==> config.mk <==
export PLATFORM = sky130hd
export DESIGN_NAME = fsms_mode_select
export DESIGN_NICKNAME = d
export VERILOG_FILES = /design/src/hdl/fsms_pkg.sv /design/src/hdl/fsms_guard_if.sv /design/src/hdl/fsms_guard.sv /design/src/hdl/fsms_mode_select.sv
export SDC_FILE = /design/constraint.sdc
export NUM_CORES = 1
export LEC_CHECK = 0
export ABC_AREA = 1
export BUFFER_PORTS_ARGS = -buffer_cell sky130_fd_sc_hd__buf_2
export CORE_MARGIN = 2
export CORE_UTILIZATION = 58
export CTS_CLUSTER_DIAMETER = 60
export DETAILED_ROUTE_END_ITERATION = 8
export GPL_TIMING_DRIVEN = 0
export PLACE_DENSITY = 0.79
export SYNTH_ARGS = -nofsm -noshare
export SYNTH_HDL_FRONTEND = slang
export SYNTH_HIERARCHICAL = 1
export SYNTH_SLANG_ARGS = --single-unit
==> constraint.sdc <==
create_clock -name ref_clk -period 14.65 [get_ports ref_clk]
set_input_delay 0.7325 -clock ref_clk [delete_from_list [all_inputs] [get_ports ref_clk]]
set_output_delay 0.7325 -clock ref_clk [all_outputs]
set_load 0.05 [all_outputs]
==> src/hdl/fsms_pkg.sv <==
// fsms_pkg: constants shared by the flash mode/security front end.
// assumes a single 125 MHz clock domain and a plain register port.
package fsms_pkg;

  // clock
  localparam int CLK_PERIOD_NS = 8;

  // register offsets (byte addresses, one word each)
  localparam logic [7:0] REG_CTRL = 8'h00;
  localparam logic [7:0] REG_MODE = 8'h04;
  localparam logic [7:0] REG_SECURITY = 8'h08;
  localparam logic [7:0] REG_BAUD = 8'h0C;
  localparam logic [7:0] REG_CMD = 8'h10;
  localparam logic [7:0] REG_RESULT = 8'h14;

  // field positions
  localparam int CTRL_SELF_PROG_BIT = 0;
  localparam int CMD_OP_LSB = 0;
  localparam int CMD_BLOCK_LSB = 8;
  localparam int CMD_SEC_LSB = 16;
  localparam int SEC_BATCH_BIT = 0;
  localparam int SEC_BLOCK_BIT = 1;
  localparam int SEC_WRITE_BIT = 2;
  localparam int SEC_BOOT_BIT = 3;

  // reset values
  localparam logic [3:0] SEC_RESET = 4'h0;
  localparam logic [15:0] BAUD_RESET = 16'h0000;

  // flash mode pin pulse counts
  localparam logic [3:0] PULSES_UART_CRYSTAL = 4'h0;
  localparam logic [3:0] PULSES_UART_EXT_CLK = 4'h3;
  localparam logic [3:0] PULSES_UART_FAST_OSC = 4'h5;
  localparam logic [3:0] PULSES_SYNC_FAST_OSC = 4'h8;

  // quiet time that closes the pulse train
  localparam int QUIET_TIME_NS = 100000;
  localparam int QUIET_CYCLES = QUIET_TIME_NS / CLK_PERIOD_NS;

  // reset command byte is all zero: start bit plus eight data bits low
  localparam int SYNC_LOW_BITS = 9;

  typedef enum logic [1:0] {
    FSMS_OP_BATCH_ERASE,
    FSMS_OP_BLOCK_ERASE,
    FSMS_OP_WRITE,
    FSMS_OP_SET_SECURITY
  } fsms_op_type;

  typedef enum logic [1:0] {
    FSMS_LINK_NONE,
    FSMS_LINK_ASYNC,
    FSMS_LINK_SYNC
  } fsms_link_type;

  typedef enum logic [1:0] {
    FSMS_CLK_CRYSTAL,
    FSMS_CLK_EXTERNAL,
    FSMS_CLK_FAST_OSC
  } fsms_clk_type;

endpackage : fsms_pkg

==> src/hdl/fsms_guard_if.sv <==
// fsms_guard_if: command check request and verdict between top and guard.
// assumes both ends sit on ref_clk; the guard is purely combinational.
`timescale 1ns/1ns
`default_nettype none
interface fsms_guard_if;
  import fsms_pkg::*;
  fsms_op_type op;
  logic [7:0] block;
  logic [3:0] sec;
  logic self_prog;
  logic allow;
  logic clear_bw;

  modport guard (input op, input block, input sec, input self_prog,
                 output allow, output clear_bw);
  modport user (output op, output block, output sec, output self_prog,
                input allow, input clear_bw);
endinterface : fsms_guard_if
`default_nettype wire

==> src/hdl/fsms_guard.sv <==
// fsms_guard: decides whether a flash command passes the security bits.
// assumes op, block and security bits are stable while being checked.
`timescale 1ns/1ns
`default_nettype none
module fsms_guard #(
  parameter int BOOT_BLOCKS = 4
) (
  fsms_guard_if.guard chk
);
  import fsms_pkg::*;

  logic in_boot;
  logic batch_p;
  logic block_p;
  logic write_p;
  logic boot_p;

  always_comb begin
    in_boot = (chk.block < 8'(BOOT_BLOCKS));
    batch_p = chk.sec[SEC_BATCH_BIT];
    block_p = chk.sec[SEC_BLOCK_BIT];
    write_p = chk.sec[SEC_WRITE_BIT];
    boot_p = chk.sec[SEC_BOOT_BIT];
    chk.allow = 1'b0;
    chk.clear_bw = 1'b0;
    case (chk.op)
      FSMS_OP_BATCH_ERASE: begin
        // no batch erase from self programming
        chk.allow = !chk.self_prog && !batch_p && !boot_p;
        chk.clear_bw = chk.allow;
      end
      FSMS_OP_BLOCK_ERASE: begin
        if (chk.self_prog) begin
          chk.allow = !(boot_p && in_boot);
        end else begin
          chk.allow = !batch_p && !block_p && !(boot_p && in_boot);
        end
      end
      FSMS_OP_WRITE: begin
        if (chk.self_prog) begin
          chk.allow = !(boot_p && in_boot);
        end else begin
          chk.allow = !write_p && !(boot_p && in_boot);
        end
      end
      FSMS_OP_SET_SECURITY: begin
        chk.allow = 1'b1;
      end
      default: begin
        chk.allow = 1'b0;
      end
    endcase
  end

endmodule : fsms_guard
`default_nettype wire

==> src/hdl/fsms_mode_select.sv <==
// fsms_mode_select: flash programming front end; picks link and clock
// from flash mode pin pulses and filters flash commands by security bits.
// assumes all inputs synchronous to ref_clk; flash array sits outside.
//
// Function
// - count mode pin pulses: 0,3,5 pick async link, 8 picks sync link
// - async link: bit time measured from programmer's reset command
// - batch-erase prohibition refuses batch and block erase, keeps write
// - block-erase prohibition refuses block erase, keeps batch erase
// - boot prohibition refuses boot cluster 0 erase/write and batch erase
// - batch-erase and boot prohibitions are cleared by reset only
// - external batch erase clears block-erase and write prohibitions
// - self programming allows block erase/write except boot cluster when locked
// - no prohibition clears during self programming
`timescale 1ns/1ns
`default_nettype none
module fsms_mode_select #(
  parameter int QUIET_CYCLES = fsms_pkg::QUIET_CYCLES,
  parameter int BOOT_BLOCKS = 4
) (
  input wire logic ref_clk,
  input wire logic reset,
  input wire logic prog_mode,
  input wire logic flash_mode_pin,
  input wire logic async_rx,
  input wire logic [7:0] bus_addr,
  input wire logic [31:0] bus_wdata,
  input wire logic bus_write,
  input wire logic bus_read,
  output logic [31:0] bus_rdata,
  output fsms_pkg::fsms_link_type link_sel,
  output fsms_pkg::fsms_clk_type clk_sel,
  output logic link_ready,
  output logic mode_error,
  output logic [15:0] bit_cycles,
  output logic [3:0] security,
  output logic flash_req,
  output fsms_pkg::fsms_op_type flash_op,
  output logic [7:0] flash_block
);
  import fsms_pkg::*;

  typedef enum logic [2:0] {
    ST_IDLE, ST_COUNT, ST_WAIT_SYNC, ST_MEASURE, ST_READY, ST_BAD
  } fsms_state_type;

  fsms_state_type state, next_state;
  logic pin_last, next_pin_last;
  logic [3:0] pulses, next_pulses;
  logic [31:0] timer, next_timer;
  fsms_link_type next_link_sel;
  fsms_clk_type next_clk_sel;
  logic next_link_ready;
  logic next_mode_error;
  logic [15:0] next_bit_cycles;
  logic [3:0] next_security;
  logic self_prog, next_self_prog;
  logic next_flash_req;
  fsms_op_type next_flash_op;
  logic [7:0] next_flash_block;
  logic [1:0] result, next_result;
  logic [31:0] next_bus_rdata;
  logic cmd_write;

  fsms_guard_if chk();

  fsms_guard #(.BOOT_BLOCKS(BOOT_BLOCKS)) u_guard (
    .chk(chk)
  );

  assign cmd_write = bus_write && (bus_addr == REG_CMD);
  assign chk.op = fsms_op_type'(bus_wdata[CMD_OP_LSB +: 2]);
  assign chk.block = bus_wdata[CMD_BLOCK_LSB +: 8];
  assign chk.sec = security;
  assign chk.self_prog = self_prog;

  //////////////////////////////////////////////////////////////////////////
  // mode selection
  always_comb begin
    next_state = state;
    next_pin_last = flash_mode_pin;
    next_pulses = pulses;
    next_timer = timer;
    next_link_sel = link_sel;
    next_clk_sel = clk_sel;
    next_link_ready = link_ready;
    next_mode_error = mode_error;
    next_bit_cycles = bit_cycles;
    case (state)
      ST_IDLE: begin
        next_pulses = 4'h0;
        next_timer = 32'h0;
        next_link_ready = 1'b0;
        next_mode_error = 1'b0;
        next_link_sel = FSMS_LINK_NONE;
        // the programmer pulses only after entry, so start counting then
        if (prog_mode) begin
          next_state = ST_COUNT;
        end
      end
      ST_COUNT: begin
        if (flash_mode_pin && !pin_last) begin
          // saturate so a runaway train reads as a bad count
          if (pulses != 4'hF) begin
            next_pulses = pulses + 4'h1;
          end
          next_timer = 32'h0;
        end else if (timer >= 32'(QUIET_CYCLES - 1)) begin
          case (pulses)
            PULSES_UART_CRYSTAL: begin
              next_link_sel = FSMS_LINK_ASYNC;
              next_clk_sel = FSMS_CLK_CRYSTAL;
              next_state = ST_WAIT_SYNC;
            end
            PULSES_UART_EXT_CLK: begin
              next_link_sel = FSMS_LINK_ASYNC;
              next_clk_sel = FSMS_CLK_EXTERNAL;
              next_state = ST_WAIT_SYNC;
            end
            PULSES_UART_FAST_OSC: begin
              next_link_sel = FSMS_LINK_ASYNC;
              next_clk_sel = FSMS_CLK_FAST_OSC;
              next_state = ST_WAIT_SYNC;
            end
            PULSES_SYNC_FAST_OSC: begin
              next_link_sel = FSMS_LINK_SYNC;
              next_clk_sel = FSMS_CLK_FAST_OSC;
              next_link_ready = 1'b1;
              next_state = ST_READY;
            end
            default: begin
              next_mode_error = 1'b1;
              next_state = ST_BAD;
            end
          endcase
        end else begin
          next_timer = timer + 32'h1;
        end
      end
      ST_WAIT_SYNC: begin
        next_timer = 32'h0;
        if (!async_rx) begin
          next_timer = 32'h1;
          next_state = ST_MEASURE;
        end
      end
      ST_MEASURE: begin
        // low run of the reset command gives nine bit times
        if (async_rx) begin
          next_bit_cycles = 16'(timer / SYNC_LOW_BITS);
          next_link_ready = 1'b1;
          next_state = ST_READY;
        end else if (timer != 32'hFFFF_FFFF) begin
          next_timer = timer + 32'h1;
        end
      end
      ST_READY: begin
        next_state = ST_READY;
      end
      ST_BAD: begin
        next_state = ST_BAD;
      end
      default: begin
        next_state = ST_IDLE;
      end
    endcase
    if (!prog_mode) begin
      next_state = ST_IDLE;
    end
  end

  always_ff @(posedge ref_clk) begin
    if (reset) begin
      state <= ST_IDLE;
      pin_last <= 1'b0;
      pulses <= 4'h0;
      timer <= 32'h0;
      link_sel <= FSMS_LINK_NONE;
      clk_sel <= FSMS_CLK_CRYSTAL;
      link_ready <= 1'b0;
      mode_error <= 1'b0;
      bit_cycles <= BAUD_RESET;
    end else begin
      state <= next_state;
      pin_last <= next_pin_last;
      pulses <= next_pulses;
      timer <= next_timer;
      link_sel <= next_link_sel;
      clk_sel <= next_clk_sel;
      link_ready <= next_link_ready;
      mode_error <= next_mode_error;
      bit_cycles <= next_bit_cycles;
    end
  end

  //////////////////////////////////////////////////////////////////////////
  // command filter and register port
  always_comb begin
    next_security = security;
    next_self_prog = self_prog;
    next_flash_req = 1'b0;
    next_flash_op = flash_op;
    next_flash_block = flash_block;
    next_result = result;
    next_bus_rdata = 32'h0;
    if (bus_write && (bus_addr == REG_CTRL)) begin
      next_self_prog = bus_wdata[CTRL_SELF_PROG_BIT];
    end
    // external commands only once a link is up
    if (cmd_write) begin
      if ((link_ready || self_prog) && chk.allow) begin
        next_result = 2'b01;
        if (chk.op == FSMS_OP_SET_SECURITY) begin
          // only ever sets bits; nothing else touches 0 and 3
          next_security = security | bus_wdata[CMD_SEC_LSB +: 4];
        end else begin
          next_flash_req = 1'b1;
          next_flash_op = chk.op;
          next_flash_block = chk.block;
        end
        // guard never clears in self programming
        if (chk.clear_bw) begin
          next_security[SEC_BLOCK_BIT] = 1'b0;
          next_security[SEC_WRITE_BIT] = 1'b0;
        end
      end else begin
        next_result = 2'b10;
      end
    end
    if (bus_read) begin
      case (bus_addr)
        REG_CTRL: next_bus_rdata = {31'h0, self_prog};
        REG_MODE: next_bus_rdata = {20'h0, pulses, 2'h0, mode_error, link_ready,
                                    clk_sel, link_sel};
        REG_SECURITY: next_bus_rdata = {28'h0, security};
        REG_BAUD: next_bus_rdata = {16'h0, bit_cycles};
        REG_RESULT: next_bus_rdata = {30'h0, result};
        default: next_bus_rdata = 32'h0;
      endcase
    end
  end

  always_ff @(posedge ref_clk) begin
    if (reset) begin
      security <= SEC_RESET;
      self_prog <= 1'b0;
      flash_req <= 1'b0;
      flash_op <= FSMS_OP_BATCH_ERASE;
      flash_block <= 8'h00;
      result <= 2'b00;
      bus_rdata <= 32'h0;
    end else begin
      security <= next_security;
      self_prog <= next_self_prog;
      flash_req <= next_flash_req;
      flash_op <= next_flash_op;
      flash_block <= next_flash_block;
      result <= next_result;
      bus_rdata <= next_bus_rdata;
    end
  end

endmodule : fsms_mode_select
`default_nettype wire

* Yosys cells after proc, flatten, opt, wreduce, memory -nomap -nowiden
Cells that the tools add are included.
** Storage, ports and cells
- Register bits :: 112
- Bits of input ports :: 47
- Logic and storage cells :: 141
** Cells by class
- $add $sub $neg :: 2
- Div/mod/pow operators :: 1
- Order comparisons :: 2
- Equal/unequal tests :: 30
- Multiplexer cells :: 38
- Bitwise logic cells :: 7
- Reduce and logical (&&, ||, !) cells :: 44
** Operators with widths (number)
- 32-bit two-way mux :: 4
- 32-bit case mux with 4 select lines :: 1
- 16-bit case mux with 5 select lines :: 1
- 32-bit by 1-bit adder with 32-bit output (second input constant) :: 1
- 32-bit by 4-bit divider with 32-bit output (second input constant) :: 1
- 32-bit by 14-bit greater-or-equal comparator with 1-bit output (second input constant) :: 1
- 32-bit != test (second input constant) :: 1
- 2-bit != test (second input constant) :: 10
- 4-bit AND reduction :: 5
- 3-bit case mux with 6 select lines :: 1
- 8-bit by 4-bit == test with 1-bit output (second input constant) :: 2
- 8-bit by 5-bit == test with 1-bit output (second input constant) :: 2
- 3-bit two-way mux :: 5
- 1-bit two-way mux :: 12
- 3-bit AND reduction :: 4
- 1-bit logical AND :: 10
- 8-bit by 3-bit == test with 1-bit output (second input constant) :: 1
- 8-bit logical NOT :: 1
- 8-bit by 3-bit less-than comparator with 1-bit output (second input constant) :: 1
- 2-bit two-way mux :: 4
- 4-bit two-way mux :: 2
- 2-bit case mux with 2 select lines :: 2
- 4-bit case mux with 2 select lines :: 1
- 1-bit logical NOT :: 7
- other kinds (30) :: 44

* Depth between registers and ports, before layout
- Word-level depth :: 9
- Depth in mapped cells :: 152
- Mapped depth without buffers :: 151

* Hierarchy
Netlist, hierarchy kept.
** Modules (own cells, without submodules)
- fsms_mode_select :: times used 1, cells each 1243, area each 7473.4 um^2, seq. area each 1921.8 um^2
- fsms_guard :: times used 1, cells each 20, area each 80.1 um^2, seq. area each 0.0 um^2

* Least setup slack after synthesis
OpenSTA, ideal clock, no wires.
- Path type :: flip-flop to flip-flop
- From :: register timer[31]
- To :: register bit_cycles[0]
- Arrival :: 10.714 ns
- Data required time :: 14.541 ns
- Slack :: 3.827 ns
- Cell stages (with the launch flop) :: 126
- Buffers on the path :: 1
- Cells stage by stage :: dfxtp_1 -> buf_2 -> nand2_1 -> inv_1 -> nor2_1 -> nand2_2 -> nand3_1 -> nand2_1 -> nand2_1 -> nand2_1 -> inv_1 -> o21ai_1 -> nand2_2 -> nand2_2 -> nand2_2 -> inv_2 -> nand3_2 -> nand2_2 -> (+90 left out) -> nand4_2 -> nand2_4 -> nand2_4 -> nand2_1 -> nand2_1 -> nand2_1 -> nand3_1 -> nand2_1 -> inv_1 -> ha_1 -> nor3_1 -> nor2_1 -> o21ai_2 -> nand2_1 -> nor2_1 -> nand3_1 -> nand2_1 -> inv_1
** Between the ends
- Cells in the longest elaborated chain, start to end :: 1
** Ends and longest elaborated chain
- start: declaration :: line fsms_mode_select.sv:50 : logic [31:0] timer, next_timer;
- start signal: assignment :: line fsms_mode_select.sv:187 : timer <= next_timer;
- 32-bit by 4-bit divider with 32-bit output :: line fsms_mode_select.sv:150 : next_bit_cycles = 16'(timer / SYNC_LOW_BITS);
- end signal: assignment :: line fsms_mode_select.sv:192 : bit_cycles <= next_bit_cycles;
- end: declaration :: line fsms_mode_select.sv:35 : output logic [15:0] bit_cycles,
Every way passes these cells.
A chain may end at the register's enable or synchronous reset.

* Worst setup path in the final report
- From :: register timer[28]
- To :: register bit_cycles[0]
Same word-level chain as after synthesis.

==> key figures <==
Synth
  – Top cells by count, synth: nand2_1 (290), inv_1 (187), nor2_1 (109), nand3_1 (107), dfxtp_1 (96)
  – Synth Area per Inst: 5.98 sq um
  – Synth Instances: between 1000 and 1500
  – Mapped Area: 7550 sq um
  – Primary FF master, synth: dfxtp_1
  – Synth Warn #: 6
  – Post-synth ARST share: 0
  – Cell variety after synth: 47
  – Top post-synthesis cells by area: dfxtp_1 (25%), nand2_1 (14%), inv_1 (9.3%)
  – Largest area contributor in the synthesized netlist: dfxtp_1
  – Number of synthesized flops with an enable pin: 0
  – Most common cell in the netlist: nand2_1
  – Synth top area share: 0.254
  – Sequential area share after synthesis: 0.254
  – Synthesis-stage register bit count: 96

Pwr
  – Peak supply drop: 0.0000598 V
  – Sequential share of power: 0.483
  – Logic pwr share: 0.080
  – Net switching fraction of the power: 0.253
  – Leakage power total: ~4.4 nW
  – Clock network power share: 0.438
  – Cell-internal power: roughly 0.41 mW
  – NetSw: 0.139 mW
  – Total power: 0.548 mW
  – Power per cell area: 64.2 nW/um^2

Global route
  – Largest net degree at the start of global routing: 18
  – Grt total ovfl: 0
  – Antenna violations before repair: 0
  – First-pass GRT wire length: 30800 microns
  – GRT Total Usage: 0.257
  – Vias in the first global route: roughly 7000

Critical path
  – Reg2reg end: bit_cycles[0]$_SDFFE_PP0P_
  – Delay of the slowest cell on the worst path: 0.37 ns
  – R2r worst-path depth: 124
  – Slowest cell on crit path: dfxtp_1
  – Worst R2R Setup Slack: 1.87 ns
  – CP arrival: 13.04 ns
  – Worst R2R Start: timer[28]$_SDFFE_PP0P_
  – CP max FO: 7
  – Critical setup path kind: flop to flop
  – CP required: 14.90 ns
  – Crit path top cell by count: nand2_2
  – Crit path buf inv count: 8
  – Largest delay share family, worst path: simple AND/OR/NAND/NOR gates
  – Setup crit end kind: flop
  – CP startpoint kind: flop

STA
  – Setup violators final: 0
  – Layout Skew: ~0.011 ns
  – Slew margin rel.: 0.391
  – Period minus WS final: 12.78 ns
  – Final hold vios: 0
  – Tcrit/Tclk final: 0.873
  – Min Hold Slack: 0.454 ns
  – Post-Route Setup TNS: 0 ns
  – Slew Viols, Final: 0
  – Worst slew pin tran: 0.907 ns
  – RSZ-0062 raised after global routing: false
  – FMAX: 78.2 MHz

Detailed routing
  – TritonRoute pass-1 iters: 5
  – Final wirelength: roughly 18000 microns
  – Vias post-DR: 7993
  – Routed wire length per instance: 11.5 microns
  – Antenna Violating Nets Remaining: 0
  – # DRC: 0
  – Vias per inst: a little over 5
  – Iter 0 DRT Violations: 579

Clock tree
  – CTS tree: built
  – Num CTS Buffers: 9
  – Clock sinks: between 90 and 100
  – Post-CTS setup buffers: 0
  – Max clock buf depth: 2
  – H-tree depth: 3
  – Root Buffer: clkbuf_16
  – Worst skew pair latency: 0.35 ns
  – Reg clk slew, reported paths: 0.07 ns
  – CTS resizes: 0
  – Post-CTS Hold Buffers: 0

Placement
  – DP Cell Count: between 1500 and 2000
  – Final GP Congestion: roughly 0.93
  – Post-DP Area: 8230 sq um
  – HPWL Detailed: 14200 microns
  – Port buffer count: 81

Finish
  – Final Cell Area: approximately 8500 sq um
  – Area Overhead vs Synth: 13.0%
  – Layout cells sized above 1: 0.193
  – Fillers: 1240
  – Diodes inserted: 0
  – Non-filler cells, final: 1547
  – Multi-input logic area: 4640 sq um
  – Nets: 1425
  – Register Area: 1920 sq um

Run
  – Max Cap Viol: 0

Floorplan
  – Core Box Area: 12700 sq um
  – Die Ht: about 120 microns
  – Effective utilization at floorplan: 0.596
  – Die width: 118 microns
  – # rows: 41
  – Top Ports: 116
  – Die area: 14000 sq um

Status
  – Status: finished clean

Worst hold path
  – Hold EP: flash_op[1]$_SDFFE_PP0P_
  – HP Class: flop to flop
  – Hold path depth: 2
  – Worst Hold Launch: flash_op[1]$_SDFFE_PP0P_
area by class of cell:
type                    instances  area share
repair buffers                 81      0.0475
multi-input cells             922       0.544
clock buffers                   9      0.0264
well taps                     172      0.0252
inverters                     231       0.102
plain buffers                  29      0.0204
clock inverters                 7     0.00938
flip-flops and latches         96       0.225
registers in the layout, indices dropped and copies added (netlist names), 3 cells and up:
signal,flops
bus_rdata,16
flash_block,8
timer,32
state,3
security,4
bit_cycles,16
pulses,4
cell families (layout without fill, tap and decap cells):
kind of cell    Yosys count  count (layout)  share of synthesized area
xor+xnor                 12              12                     0.0139
buf+inv                 260             357                      0.138
simple gates            689             689                      0.433
compound gates          197             197                      0.147
fa+ha+maj                 8               8                     0.0133
flops                    96              96                      0.254
other cells               1              16                   0.000496
worst min-delay path: stages (launching register included):
cell and delay [ns]:
dfxtp_1 0.31, inv_1 0.05, a21oi_1 0.05
through the flow:
step	setup slack, ns	util
2_1_floorplan	3.83	-
3_3_place_gp	2.19	0.650
3_5_place_dp	1.99	0.650
4_1_cts	1.94	0.674
5_1_grt	0.0611	0.674
6_report	1.87	0.674
per-layer routing:
metal | GRT usage | routed length (microns)
met1 | 0.353 | 8700
met4 | 0.0873 | 339
met3 | 0.0310 | 980
met2 | 0.418 | 7820
met5 | 0 | 0
worst max-delay path by stage:
| stage | cells after the start | from | to |
|---|---|---|---|
| 4_1_cts | 127 | timer[28]$_SDFFE_PP0P_ | bit_cycles[0]$_SDFFE_PP0P_ |
| 3_5_place_dp | 127 | timer[28]$_SDFFE_PP0P_ | bit_cycles[0]$_SDFFE_PP0P_ |
| 2_1_floorplan | 125 | timer[31]$_SDFFE_PP0P_ | bit_cycles[0]$_SDFFE_PP0P_ |
| 6_report | 124 | timer[28]$_SDFFE_PP0P_ | bit_cycles[0]$_SDFFE_PP0P_ |
| 3_3_place_gp | 127 | timer[28]$_SDFFE_PP0P_ | bit_cycles[0]$_SDFFE_PP0P_ |
| 5_1_grt | 127 | timer[28]$_SDFFE_PP0P_ | bit_cycles[0]$_SDFFE_PP0P_ |
power groups by stage:
stage	clock, mW	sequential (mW)	combinational (mW)
floorplan	0	0.274	0.0285
global placement	0	0.270	0.0429
detailed placement	0	0.270	0.0430
CTS	0.241	0.264	0.0433
global route	0.252	0.264	0.0478
finish	0.240	0.264	0.0437
placed cells by master (no fill, tap or decap), types with 4 or more instances in the layout:
cell / count
buf_4: 16
xor2_1: 8
o21ai_1: 23
nor4_1: 5
clkbuf_1: 8
xnor2_1: 4
nor3_1: 34
clkinvlp_4: 4
ha_1: 8
nand2_1: 290
nand3_2: 17
clkinv_1: 8
nand2_2: 76
o21ai_2: 4
a31oi_1: 5
nand3_1: 107
conb_1: 16
inv_1: 187
inv_2: 35
nor2_1: 109
clkbuf_16: 9
nand4_2: 6
o22ai_1: 10
dfxtp_1: 96
o21ai_0: 58
a21oi_1: 69
buf_2: 85
nand4_1: 32
nand2_4: 6
a211oi_1: 10
Note: power is estimated with default switching activity, not from simulation.
